$ cat config.mk
export PLATFORM = sky130hd
export DESIGN_NAME = itc_device_flat
export DESIGN_NICKNAME = d
export VERILOG_FILES = /design/src/logic/itc_pkg.sv /design/src/logic/itc_if.sv /design/src/logic/itc_counter.sv /design/src/logic/itc_device.sv /design/src/flat_wrapper.sv
export SDC_FILE = /design/constraint.sdc
export NUM_CORES = 1
export LEC_CHECK = 0
export ABC_AREA = 1
export CAP_MARGIN = 15
export CELL_PAD_IN_SITES_DETAIL_PLACEMENT = 1
export CELL_PAD_IN_SITES_GLOBAL_PLACEMENT = 2
export CORE_MARGIN = 8
export CORE_UTILIZATION = 38
export DETAILED_ROUTE_END_ITERATION = 12
export DONT_BUFFER_PORTS = 1
export HOLD_SLACK_MARGIN = 0.03
export PLACE_DENSITY_LB_ADDON = 0.3
export SYNTH_ARGS = -nofsm -noshare
export SYNTH_HDL_FRONTEND = slang
export SYNTH_HIERARCHICAL = 1
export SYNTH_SLANG_ARGS = --single-unit
$ cat constraint.sdc
create_clock -name clk -period 6.05 [get_ports clk]
set_clock_uncertainty 0.2 [all_clocks]
set_input_delay 1.21 -clock clk [delete_from_list [all_inputs] [get_ports clk]]
set_output_delay 1.21 -clock clk [all_outputs]
set_load 0.02 [all_outputs]
$ cat src/logic/itc_pkg.sv
// Purpose: Shared constants and types for the three-counter interval timer.
// Assumes: Byte-wide I/O port access from a host engine on the same clock.
// Notes:   Counter tick rate is a parameter of the device end.
package itc_pkg;

  // ==========================================================================
  // Port map
  localparam logic [7:0] ITC_PORT_CNT0 = 8'h40;
  localparam logic [7:0] ITC_PORT_CNT1 = 8'h41;
  localparam logic [7:0] ITC_PORT_CNT2 = 8'h42;
  localparam logic [7:0] ITC_PORT_CMD  = 8'h43;

  // ==========================================================================
  // Command word fields
  localparam int ITC_SEL_HI   = 7;
  localparam int ITC_SEL_LO   = 6;
  localparam int ITC_RW_HI    = 5;
  localparam int ITC_RW_LO    = 4;
  localparam int ITC_MODE_HI  = 3;
  localparam int ITC_MODE_LO  = 1;
  localparam int ITC_BCD_BIT  = 0;
  localparam int ITC_RB_NCNT  = 5;
  localparam int ITC_RB_NSTAT = 4;
  localparam logic [1:0] ITC_SEL_READBACK = 2'h3;
  localparam logic [1:0] ITC_RW_LATCH     = 2'h0;
  localparam logic [1:0] ITC_RW_LSB       = 2'h1;
  localparam logic [1:0] ITC_RW_MSB       = 2'h2;
  localparam logic [1:0] ITC_RW_BOTH      = 2'h3;

  // ==========================================================================
  // Reset values and timing
  localparam logic [5:0]  ITC_CTRL_RST   = 6'h00;
  localparam logic [15:0] ITC_COUNT_RST  = 16'h0000;
  localparam real         ITC_CLK_MHZ    = 250.0;
  localparam real         ITC_REF_MHZ    = 14.31818;
  // Counter tick is the reference divided by twelve.
  localparam int          ITC_REF_DIV    = 12;
  localparam int          ITC_TICK_CYC   = int'(ITC_CLK_MHZ * ITC_REF_DIV / ITC_REF_MHZ);
  localparam int          ITC_NUM_CNT    = 3;

  typedef enum logic [1:0] {ITC_ACC_IDLE, ITC_ACC_WRITE, ITC_ACC_READ} itc_acc_t;

endpackage

$ cat src/logic/itc_if.sv
// Purpose: Byte-wide I/O port link between the host engine and the timer.
// Assumes: Single clock; one access per strobe cycle.
// Notes:   Read data is returned one cycle after the read strobe.
`timescale 1ns/1ns
`default_nettype none
interface itc_if;
  logic       io_wr;
  logic       io_rd;
  logic [7:0] io_addr;
  logic [7:0] io_wdata;
  logic [7:0] io_rdata;
  logic       io_rvalid;

  modport dev (
    input  io_wr,
    input  io_rd,
    input  io_addr,
    input  io_wdata,
    output io_rdata,
    output io_rvalid
  );
  modport host (
    output io_wr,
    output io_rd,
    output io_addr,
    output io_wdata,
    input  io_rdata,
    input  io_rvalid
  );
endinterface
`default_nettype wire

$ cat src/logic/itc_counter.sv
// Purpose: One 16-bit interval counter with mode, byte order and latches.
// Assumes: Strobes are single-cycle and already decoded for this counter.
// Notes:   BCD only changes decrement arithmetic.
`timescale 1ns/1ns
`default_nettype none
module itc_counter
  import itc_pkg::*;
(
  // Clock and reset
  input  wire logic       clk,
  input  wire logic       rst_n,
  // Control
  input  wire logic       tick,
  input  wire logic       gate,
  input  wire logic       ctrl_wr,
  input  wire logic [5:0] ctrl_val,
  input  wire logic       latch_cnt,
  input  wire logic       latch_stat,
  input  wire logic       data_wr,
  input  wire logic [7:0] data_in,
  input  wire logic       data_rd,
  // Results
  output logic [7:0]      data_out,
  output logic            out_pin
);

  logic [5:0]  ctrl_reg, ctrl_next;
  logic [15:0] count_reg, count_next;
  logic [15:0] init_reg, init_next;
  logic [15:0] olat_reg, olat_next;
  logic [7:0]  stat_reg, stat_next;
  logic        olat_v_reg, olat_v_next;
  logic        stat_v_reg, stat_v_next;
  logic        wr_hi_reg, wr_hi_next;
  logic        rd_hi_reg, rd_hi_next;
  logic        null_reg, null_next;
  logic        armed_reg, armed_next;
  logic        load_reg, load_next;
  logic        out_reg, out_next;
  logic        gate_q_reg;
  logic [7:0]  dout_reg, dout_next;

  logic [1:0]  rw;
  logic [2:0]  mode;
  logic [15:0] dec;

  // The stored control bits keep their command-word positions.
  assign rw       = ctrl_reg[ITC_RW_HI:ITC_RW_LO];
  assign mode     = ctrl_reg[ITC_MODE_HI:ITC_MODE_LO];
  assign data_out = dout_reg;
  assign out_pin  = out_reg;

  // Decrement by a step, in binary or four-digit BCD.
  function automatic logic [15:0] dec_by(input logic [15:0] v, input logic bcd, input logic [1:0] step);
    logic [15:0] r;
    logic [3:0]  d;
    logic [1:0]  b;
    r = v;
    b = step;
    if (!bcd) begin
      r = v - {14'h0000, step};
    end else begin
      for (int i = 0; i < 4; i++) begin
        d = r[i*4 +: 4];
        if (d >= {2'h0, b}) begin
          r[i*4 +: 4] = d - {2'h0, b};
          b = 2'h0;
        end else begin
          r[i*4 +: 4] = d + 4'hA - {2'h0, b};
          b = 2'h1;
        end
      end
    end
    return r;
  endfunction

  // ==========================================================================
  // Next-state logic
  always_comb begin
    ctrl_next   = ctrl_reg;
    count_next  = count_reg;
    init_next   = init_reg;
    olat_next   = olat_reg;
    stat_next   = stat_reg;
    olat_v_next = olat_v_reg;
    stat_v_next = stat_v_reg;
    wr_hi_next  = wr_hi_reg;
    rd_hi_next  = rd_hi_reg;
    null_next   = null_reg;
    armed_next  = armed_reg;
    load_next   = 1'b0;
    out_next    = out_reg;
    dout_next   = dout_reg;
    dec         = 16'h0000;

    // Counting, advanced once per counter tick.
    // A pending load lands even with the gate low, so a stopped counter still shows its new count.
    if (tick && (gate || load_reg)) begin
      if (load_reg || (mode == 3'h1 && gate && !gate_q_reg)) begin
        count_next = init_reg;
        null_next  = 1'b0;
        armed_next = 1'b1;
        if (mode == 3'h1) begin
          out_next = 1'b0;
        end
      end else begin
        dec = dec_by(count_reg, ctrl_reg[ITC_BCD_BIT], (mode[1:0] == 2'h3) ? 2'h2 : 2'h1);
        count_next = dec;
        case (mode)
          3'h0: begin
            if (dec == 16'h0000) out_next = 1'b1;
          end
          3'h1: begin
            if (armed_reg && dec == 16'h0000) begin
              out_next   = 1'b1;
              armed_next = 1'b0;
            end else if (!armed_reg && out_reg) begin
              out_next = 1'b0;
            end
          end
          3'h2, 3'h6: begin
            if (!out_reg) begin
              out_next = 1'b1;
            end else if (dec == 16'h0001) begin
              out_next = 1'b0;
            end else if (dec == 16'h0000) begin
              count_next = init_reg;
            end
            if (!out_reg) count_next = init_reg;
          end
          3'h3, 3'h7: begin
            if (dec == 16'h0000 || count_reg == 16'h0001) begin
              out_next   = ~out_reg;
              count_next = init_reg;
            end
          end
          default: begin
            if (!out_reg) begin
              out_next = 1'b1;
            end else if (armed_reg && dec == 16'h0000) begin
              out_next   = 1'b0;
              armed_next = 1'b0;
            end
          end
        endcase
      end
    end

    if (ctrl_wr) begin
      ctrl_next   = ctrl_val;
      null_next   = 1'b1;
      wr_hi_next  = 1'b0;
      rd_hi_next  = 1'b0;
      olat_v_next = 1'b0;
      stat_v_next = 1'b0;
      armed_next  = 1'b0;
      out_next    = (ctrl_val[ITC_MODE_HI:ITC_MODE_LO] == 3'h0 ||
                     ctrl_val[ITC_MODE_HI:ITC_MODE_LO] == 3'h1) ? 1'b0 : 1'b1;
    end else if (data_wr) begin
      case (rw)
        ITC_RW_LSB: begin
          init_next = {8'h00, data_in};
          load_next = 1'b1;
        end
        ITC_RW_MSB: begin
          init_next = {data_in, 8'h00};
          load_next = 1'b1;
        end
        ITC_RW_BOTH: begin
          if (!wr_hi_reg) begin
            init_next[7:0] = data_in;
            wr_hi_next     = 1'b1;
          end else begin
            init_next[15:8] = data_in;
            wr_hi_next      = 1'b0;
            load_next       = 1'b1;
          end
        end
        default: begin
          init_next = init_reg;
        end
      endcase
      if (rw != ITC_RW_LATCH) null_next = 1'b1;
      if (mode == 3'h0 && load_next) out_next = 1'b0;
      if (mode[1:0] == 2'h0 && mode[2] == 1'b1 && load_next) armed_next = 1'b1;
    end

    if (latch_cnt && !olat_v_reg) begin
      olat_next   = count_reg;
      olat_v_next = 1'b1;
    end
    if (latch_stat && !stat_v_reg) begin
      stat_next   = {out_reg, null_reg, ctrl_reg};
      stat_v_next = 1'b1;
    end

    if (data_rd) begin
      if (stat_v_reg) begin
        dout_next   = stat_reg;
        stat_v_next = 1'b0;
      end else begin
        case (rw)
          ITC_RW_MSB: begin
            dout_next   = olat_v_reg ? olat_reg[15:8] : count_reg[15:8];
            olat_v_next = 1'b0;
          end
          ITC_RW_BOTH: begin
            if (!rd_hi_reg) begin
              dout_next  = olat_v_reg ? olat_reg[7:0] : count_reg[7:0];
              rd_hi_next = 1'b1;
            end else begin
              dout_next   = olat_v_reg ? olat_reg[15:8] : count_reg[15:8];
              rd_hi_next  = 1'b0;
              olat_v_next = 1'b0;
            end
          end
          default: begin
            dout_next   = olat_v_reg ? olat_reg[7:0] : count_reg[7:0];
            olat_v_next = 1'b0;
          end
        endcase
      end
    end
  end

  always_ff @(posedge clk or negedge rst_n) begin
    if (!rst_n) begin
      ctrl_reg   <= ITC_CTRL_RST;
      count_reg  <= ITC_COUNT_RST;
      init_reg   <= ITC_COUNT_RST;
      olat_reg   <= ITC_COUNT_RST;
      stat_reg   <= 8'h00;
      olat_v_reg <= 1'b0;
      stat_v_reg <= 1'b0;
      wr_hi_reg  <= 1'b0;
      rd_hi_reg  <= 1'b0;
      null_reg   <= 1'b1;
      armed_reg  <= 1'b0;
      load_reg   <= 1'b0;
      out_reg    <= 1'b0;
      gate_q_reg <= 1'b0;
      dout_reg   <= 8'h00;
    end else begin
      ctrl_reg   <= ctrl_next;
      count_reg  <= count_next;
      init_reg   <= init_next;
      olat_reg   <= olat_next;
      stat_reg   <= stat_next;
      olat_v_reg <= olat_v_next;
      stat_v_reg <= stat_v_next;
      wr_hi_reg  <= wr_hi_next;
      rd_hi_reg  <= rd_hi_next;
      null_reg   <= null_next;
      armed_reg  <= armed_next;
      load_reg   <= load_next | (load_reg & ~tick);
      out_reg    <= out_next;
      gate_q_reg <= tick ? gate : gate_q_reg;
      dout_reg   <= dout_next;
    end
  end

endmodule
`default_nettype wire

$ cat src/logic/itc_device.sv
// What this block does
// Host writes control word before initial count.
// Count bytes follow the programmed byte format.
// New count keeps the programmed mode.
// No interleaved writer within a two-byte load.
// One command port decodes three command kinds.
// Control word sets counter, mode, format, BCD.
// Mode 0 output low, high at zero.
// Mode 1 output low, one-tick high pulse.
// Mode 2 idles high, one-tick low, reloads.
// Mode 3 toggles each rollover, reloading count.
// Modes 4 and 5 one-tick low strobe.
// Other counters may be accessed between byte reads.
// Ports 40h-42h read counters 0-2.
// Counter 2 stops while its gate enable is low.
// Latch command snapshots count, counting continues.
// Second latch before read is ignored.
// Read-back latches count and status together.
// Each counter releases its latch when read.
// Repeated latches without reads keep first values.
// Status read first, then count bytes.
// Counters tick from the reference clock rate.
// Speaker output is zero during platform reset.
// Separate write and read byte order, low first.
//
// Purpose: Device end: port decode and three interval counters.
// Assumes: Host keeps the write ordering for two-byte loads.
// Notes:   Counter 0 and 1 gates are held enabled.
`timescale 1ns/1ns
`default_nettype none
module itc_device
  import itc_pkg::*;
#(
  parameter int TICK_CYC = ITC_TICK_CYC
)(
  // Clock and reset
  input  wire logic clk,
  input  wire logic platform_reset_n,
  // Host port
  itc_if.dev        bus,
  // User side
  input  wire logic counter2_gate_enable,
  output logic      speaker_output,
  output logic [2:0] counter_out
);

  logic [15:0] tdiv_reg, tdiv_next;
  logic        tick;
  logic [2:0]  sel;
  logic [2:0]  ctrl_wr;
  logic [2:0]  latch_cnt;
  logic [2:0]  latch_stat;
  logic [2:0]  data_wr;
  logic [2:0]  data_rd;
  logic [2:0]  gate;
  logic [7:0]  dout [ITC_NUM_CNT];
  logic [2:0]  rd_sel_reg, rd_sel_next;
  logic        rvalid_reg, rvalid_next;
  logic        cmd_wr;
  logic [1:0]  csel;

  // ==========================================================================
  // Counter tick divider
  always_comb begin
    tdiv_next = (tdiv_reg == 16'(TICK_CYC - 1)) ? 16'h0000 : tdiv_reg + 16'h0001;
  end
  assign tick = (tdiv_reg == 16'(TICK_CYC - 1));

  // ==========================================================================
  // Port decode
  assign cmd_wr = bus.io_wr && (bus.io_addr == ITC_PORT_CMD);
  assign csel   = bus.io_wdata[ITC_SEL_HI:ITC_SEL_LO];
  assign gate   = {counter2_gate_enable, 2'b11};

  generate
    for (genvar i = 0; i < ITC_NUM_CNT; i++) begin : g_cnt
      logic is_rb;
      assign sel[i]        = (bus.io_addr == ITC_PORT_CNT0 + 8'(i));
      assign is_rb         = cmd_wr && (csel == ITC_SEL_READBACK) && bus.io_wdata[i+1];
      assign ctrl_wr[i]    = cmd_wr && (csel == 2'(i)) &&
                             (bus.io_wdata[ITC_RW_HI:ITC_RW_LO] != ITC_RW_LATCH);
      assign latch_cnt[i]  = (cmd_wr && (csel == 2'(i)) &&
                              (bus.io_wdata[ITC_RW_HI:ITC_RW_LO] == ITC_RW_LATCH)) ||
                             (is_rb && !bus.io_wdata[ITC_RB_NCNT]);
      assign latch_stat[i] = is_rb && !bus.io_wdata[ITC_RB_NSTAT];
      assign data_wr[i]    = bus.io_wr && sel[i];
      assign data_rd[i]    = bus.io_rd && sel[i];

      itc_counter u_cnt (
        .clk        (clk),
        .rst_n      (platform_reset_n),
        .tick       (tick),
        .gate       (gate[i]),
        .ctrl_wr    (ctrl_wr[i]),
        .ctrl_val   (bus.io_wdata[5:0]),
        .latch_cnt  (latch_cnt[i]),
        .latch_stat (latch_stat[i]),
        .data_wr    (data_wr[i]),
        .data_in    (bus.io_wdata),
        .data_rd    (data_rd[i]),
        .data_out   (dout[i]),
        .out_pin    (counter_out[i])
      );
    end
  endgenerate

  // ==========================================================================
  // Read return
  always_comb begin
    rd_sel_next = bus.io_rd ? sel : 3'b000;
    rvalid_next = bus.io_rd;
  end

  always_comb begin
    bus.io_rdata = 8'h00;
    for (int i = 0; i < ITC_NUM_CNT; i++) begin
      if (rd_sel_reg[i]) bus.io_rdata = dout[i];
    end
  end
  assign bus.io_rvalid = rvalid_reg;

  // Counter 2 output drives the speaker; reset forces it low.
  assign speaker_output = counter_out[2];

  always_ff @(posedge clk or negedge platform_reset_n) begin
    if (!platform_reset_n) begin
      tdiv_reg   <= 16'h0000;
      rd_sel_reg <= 3'b000;
      rvalid_reg <= 1'b0;
    end else begin
      tdiv_reg   <= tdiv_next;
      rd_sel_reg <= rd_sel_next;
      rvalid_reg <= rvalid_next;
    end
  end

endmodule
`default_nettype wire

$ cat src/flat_wrapper.sv
// flat-port wrapper written by rule: the top's interface ports become plain ports
module itc_device_flat import itc_pkg::*;
#(
  parameter int TICK_CYC = ITC_TICK_CYC
)
  (clk, platform_reset_n, counter2_gate_enable, speaker_output, counter_out, bus_io_wr, bus_io_rd, bus_io_addr, bus_io_wdata, bus_io_rdata, bus_io_rvalid);
  itc_if bus_i ();
  input  wire logic clk;
  input  wire logic platform_reset_n;
  input  wire logic counter2_gate_enable;
  output logic speaker_output;
  output logic [2:0] counter_out;
  input wire logic [$bits(bus_i.io_wr)-1:0] bus_io_wr;
  input wire logic [$bits(bus_i.io_rd)-1:0] bus_io_rd;
  input wire logic [$bits(bus_i.io_addr)-1:0] bus_io_addr;
  input wire logic [$bits(bus_i.io_wdata)-1:0] bus_io_wdata;
  output wire logic [$bits(bus_i.io_rdata)-1:0] bus_io_rdata;
  output wire logic [$bits(bus_i.io_rvalid)-1:0] bus_io_rvalid;
  assign bus_i.io_wr = bus_io_wr;
  assign bus_i.io_rd = bus_io_rd;
  assign bus_i.io_addr = bus_io_addr;
  assign bus_i.io_wdata = bus_io_wdata;
  assign bus_io_rdata = bus_i.io_rdata;
  assign bus_io_rvalid = bus_i.io_rvalid;
  itc_device #(.TICK_CYC(TICK_CYC)) u_core (.clk(clk), .platform_reset_n(platform_reset_n), .bus(bus_i), .counter2_gate_enable(counter2_gate_enable), .speaker_output(speaker_output), .counter_out(counter_out));
endmodule
==> flow_summary.ini <==
[yosys]
ys_top_cells_by_area = dfrtp_1 (34%), nand2_1 (16%), nand3_1 (7.7%)
async_flop_share = 1.000
synthCells = 2751
synth-seq-cells = 257
netlist_area_um2 = 18950
netlist.area_leader.share = 0.3354
syn-mean-instance-area_um2 = 6.890
netlist.top_cell.by_area = dfrtp_1
yosysUniqueCellTypes = 55
seq_area_frac_synth = 0.3395
synth_edf_count = 0
synth-main-ff-cell = dfrtp_1
synth_warnings = 6

[floorplan]
io_pins = 34
num_rows = 82
initial_core_util = 0.3817
fp.dieH_um = 239.3
die-area_um2 = 57280
core-area_um2 = 49660
die_w_um = 239.3

[setup_path]
critPathMostFrequentCell = nand2_1
crit_start = u_core/g_cnt[0].u_cnt/ctrl_reg[1]$_DFFE_PN0P_
cp-end-kind = register
crit_type = reg -> reg
cp.required_ps = 6270
cp-start-kind = register
critPathArrivalTime_ps = 5830
critPathMaxStageDelay_ps = 440
cp_max_fo = 10
critPathSlowestCell = dfrtp_1
rr_startpoint = u_core/g_cnt[0].u_cnt/ctrl_reg[1]$_DFFE_PN0P_

[cells_and_area]
instances_no_fill = 3437
final_nets = 2861
area_delta_synth_final_pct = 10.58
drive_gt1_frac = 0.1002
diodes = 0

[clock_network]
clock_latency_ps = 540
cts_buffer_depth = 3
root_buffer = clkbuf_16
cts_buffers = 35
ctsHoldBuffers = 0
htreeDepth = 2
cts.clk_slew.worst_paths_ps = 60
cts_tree = yes
cts.sinks = 257

[global_route]
grt_pass1_vias = 18800
grt_use_total = 0.2300
grt_pass1_wl_um = 106200
antenna_found_initial = 3
grt_max_degree = 258
gr-total-overflow = 0

[routing]
firstDrtPassIters = 6
viasPerCell = 5.390
remaining_drc_errors = 0
ant_nets = 0
vias = 18530
routedWlPerCell_um = 19.25
drt_iter0_markers = 1305
drt_wl_total_um = 66160

[pwr]
power_leakage_uw = 0.009960
power_density_nw_per_um2 = 204.1
irDropWorstVdd_mv = 0.1198

[timing]
slew_violations = 0
whs_ps = 171.8
setup_viol = 0
worstMarginPinSlew_ps = 1136
finalHoldViolCount = 0
final.min_clock_period_ps = 5613
relSlewSlack = 0.2415
period_share = 0.9278
max_freq_ghz = 0.1782

[run_status]
status = finished, final reports clean

[placement]
dp_hpwl_um = 47910
routabilityCongestion = 0.8712
portBuffers = 0
dp_cells = 3363

[worst_hold_path]
hp-class = in -> async

[flow_run]
maxCapViolCount = 0
## cells in the mapped netlist (4+ instances only)
master    instances
nand4_1          39
a22oi_1           8
nor2_4           14
or2_2             5
nor2_2           37
inv_2            27
o211ai_1         19
nand2_2          32
a21oi_1         117
o22ai_1           6
nand3_2          18
a21oi_4           5
xnor2_1          12
clkinv_1          8
inv_4             4
nor3_1           19
clkbuf_1         63
nand3_1         290
buf_6             8
buf_2             9
nor4_1            5
nand2_4           8
nor2_1          156
nand3b_1         18
xor2_1           25
ha_1             92
o21ai_0         283
buf_4             5
inv_1           290
fa_1              6
dfrtp_1         254
mux2_2            4
o21ai_1          26
nand2_1         799
a31oi_1           5
## where the power goes
| group | switching, uW | internal, uW |
|---|---|---|
| Combinational | 224 | 114 |
| Sequential | 32.9 | 1740 |
| Clock | 836 | 1330 |
| Total | 1090 | 3190 |
## layout make-up
type                            instances  area [um2]
Fill cell                            6444       28700
Multi-Input combinational cell       2082       10960
Sequential cell                       257        6435
Inverter                              329        1245
Clock buffer                           46       997.2
Tap cell                              672       840.8
Timing Repair Buffer                   37       302.8
Clock inverter                         14       180.2
## metal layers
metal | track usage | wire, um | vias up
li1 | - | - | 8945
met4 | 0.06991 | 1738 | 0
met1 | 0.3323 | 32640 | 9164
met2 | 0.3561 | 29200 | 312
met5 | 0 | 0 | -
met3 | 0.02680 | 2571 | 104
## final timing paths
kind                                                                        to  slack, ps  cells past startpoint
worst min register to register                   u_core/tdiv_reg[15]$_DFF_PN0_        280                      1
min in group clk                                 u_core/tdiv_reg[15]$_DFF_PN0_        280                      1
max in group asynchronous        u_core/g_cnt[0].u_cnt/init_reg[6]$_DFFE_PN0P_       5030                      0
worst min-delay path            u_core/g_cnt[1].u_cnt/olat_reg[14]$_DFFE_PN0P_        170                      0
worst max-delay path            u_core/g_cnt[0].u_cnt/count_reg[7]$_DFFE_PN0P_        440                     33
worst max register to register  u_core/g_cnt[0].u_cnt/count_reg[7]$_DFFE_PN0P_        440                     33
## per-stage QoR
step / utilization / setup WS [ps] / TNS [ps] / instance area, um2 / power (uW)
after floorplan: - / 853.5 / 0 / 18970 / 2038
after global placement: 0.3948 / 558.0 / 0 / 19610 / 2113
after detailed placement: 0.3948 / 196.3 / 0 / 19610 / 2125
after CTS: 0.4185 / 201.9 / 0 / 20780 / 4314
after global routing: 0.4221 / -16.09 / -16.09 / 20960 / 4443
final: 0.4221 / 437.1 / 0 / 20960 / 4279
## worst max-delay path, delay by kind of cell, from the launching register on
family	cells	cell delay (ps)
AO/OA/AOI/OAI	5	810
adder cells (fa/ha/maj)	7	1540
buffers and inverters	5	680
flip-flops	1	440
AND/OR/NAND/NOR	16	1810
## cell usage in the layout, fill, tap and decap left out, types with 7 or more instances in the layout
cell / n
o21ai_0: 283
clkinv_2: 7
clkinv_1: 8
inv_2: 27
o21ai_1: 25
nor2_2: 37
clkbuf_8: 8
buf_4: 35
o211ai_1: 19
clkbuf_16: 35
nand3_2: 19
nor2_4: 15
inv_1: 290
nand4_1: 39
nand3b_1: 18
a21oi_1: 117
xor2_1: 25
nand2_2: 34
ha_1: 91
nand2_4: 8
xnor2_1: 12
nor2_1: 155
a22oi_1: 8
nand2_1: 796
nor3_1: 19
nand3_1: 290
dfrtp_1: 254
## cell families after synthesis
kind of cell,share of synthesized area
simple gates,0.3463
compound gates,0.1388
buf+inv,0.08866
flops,0.3395
fa+ha+maj,0.06707
xor+xnor,0.01710
mux,0.002376
other cells,0.0001979
## what timing repair did
action	in CTS	in global routing
setup endpoints to repair	0	39
resized for setup	0	9
buffers inserted	0	12
No activity file was read; power rests on OpenSTA's default activity.
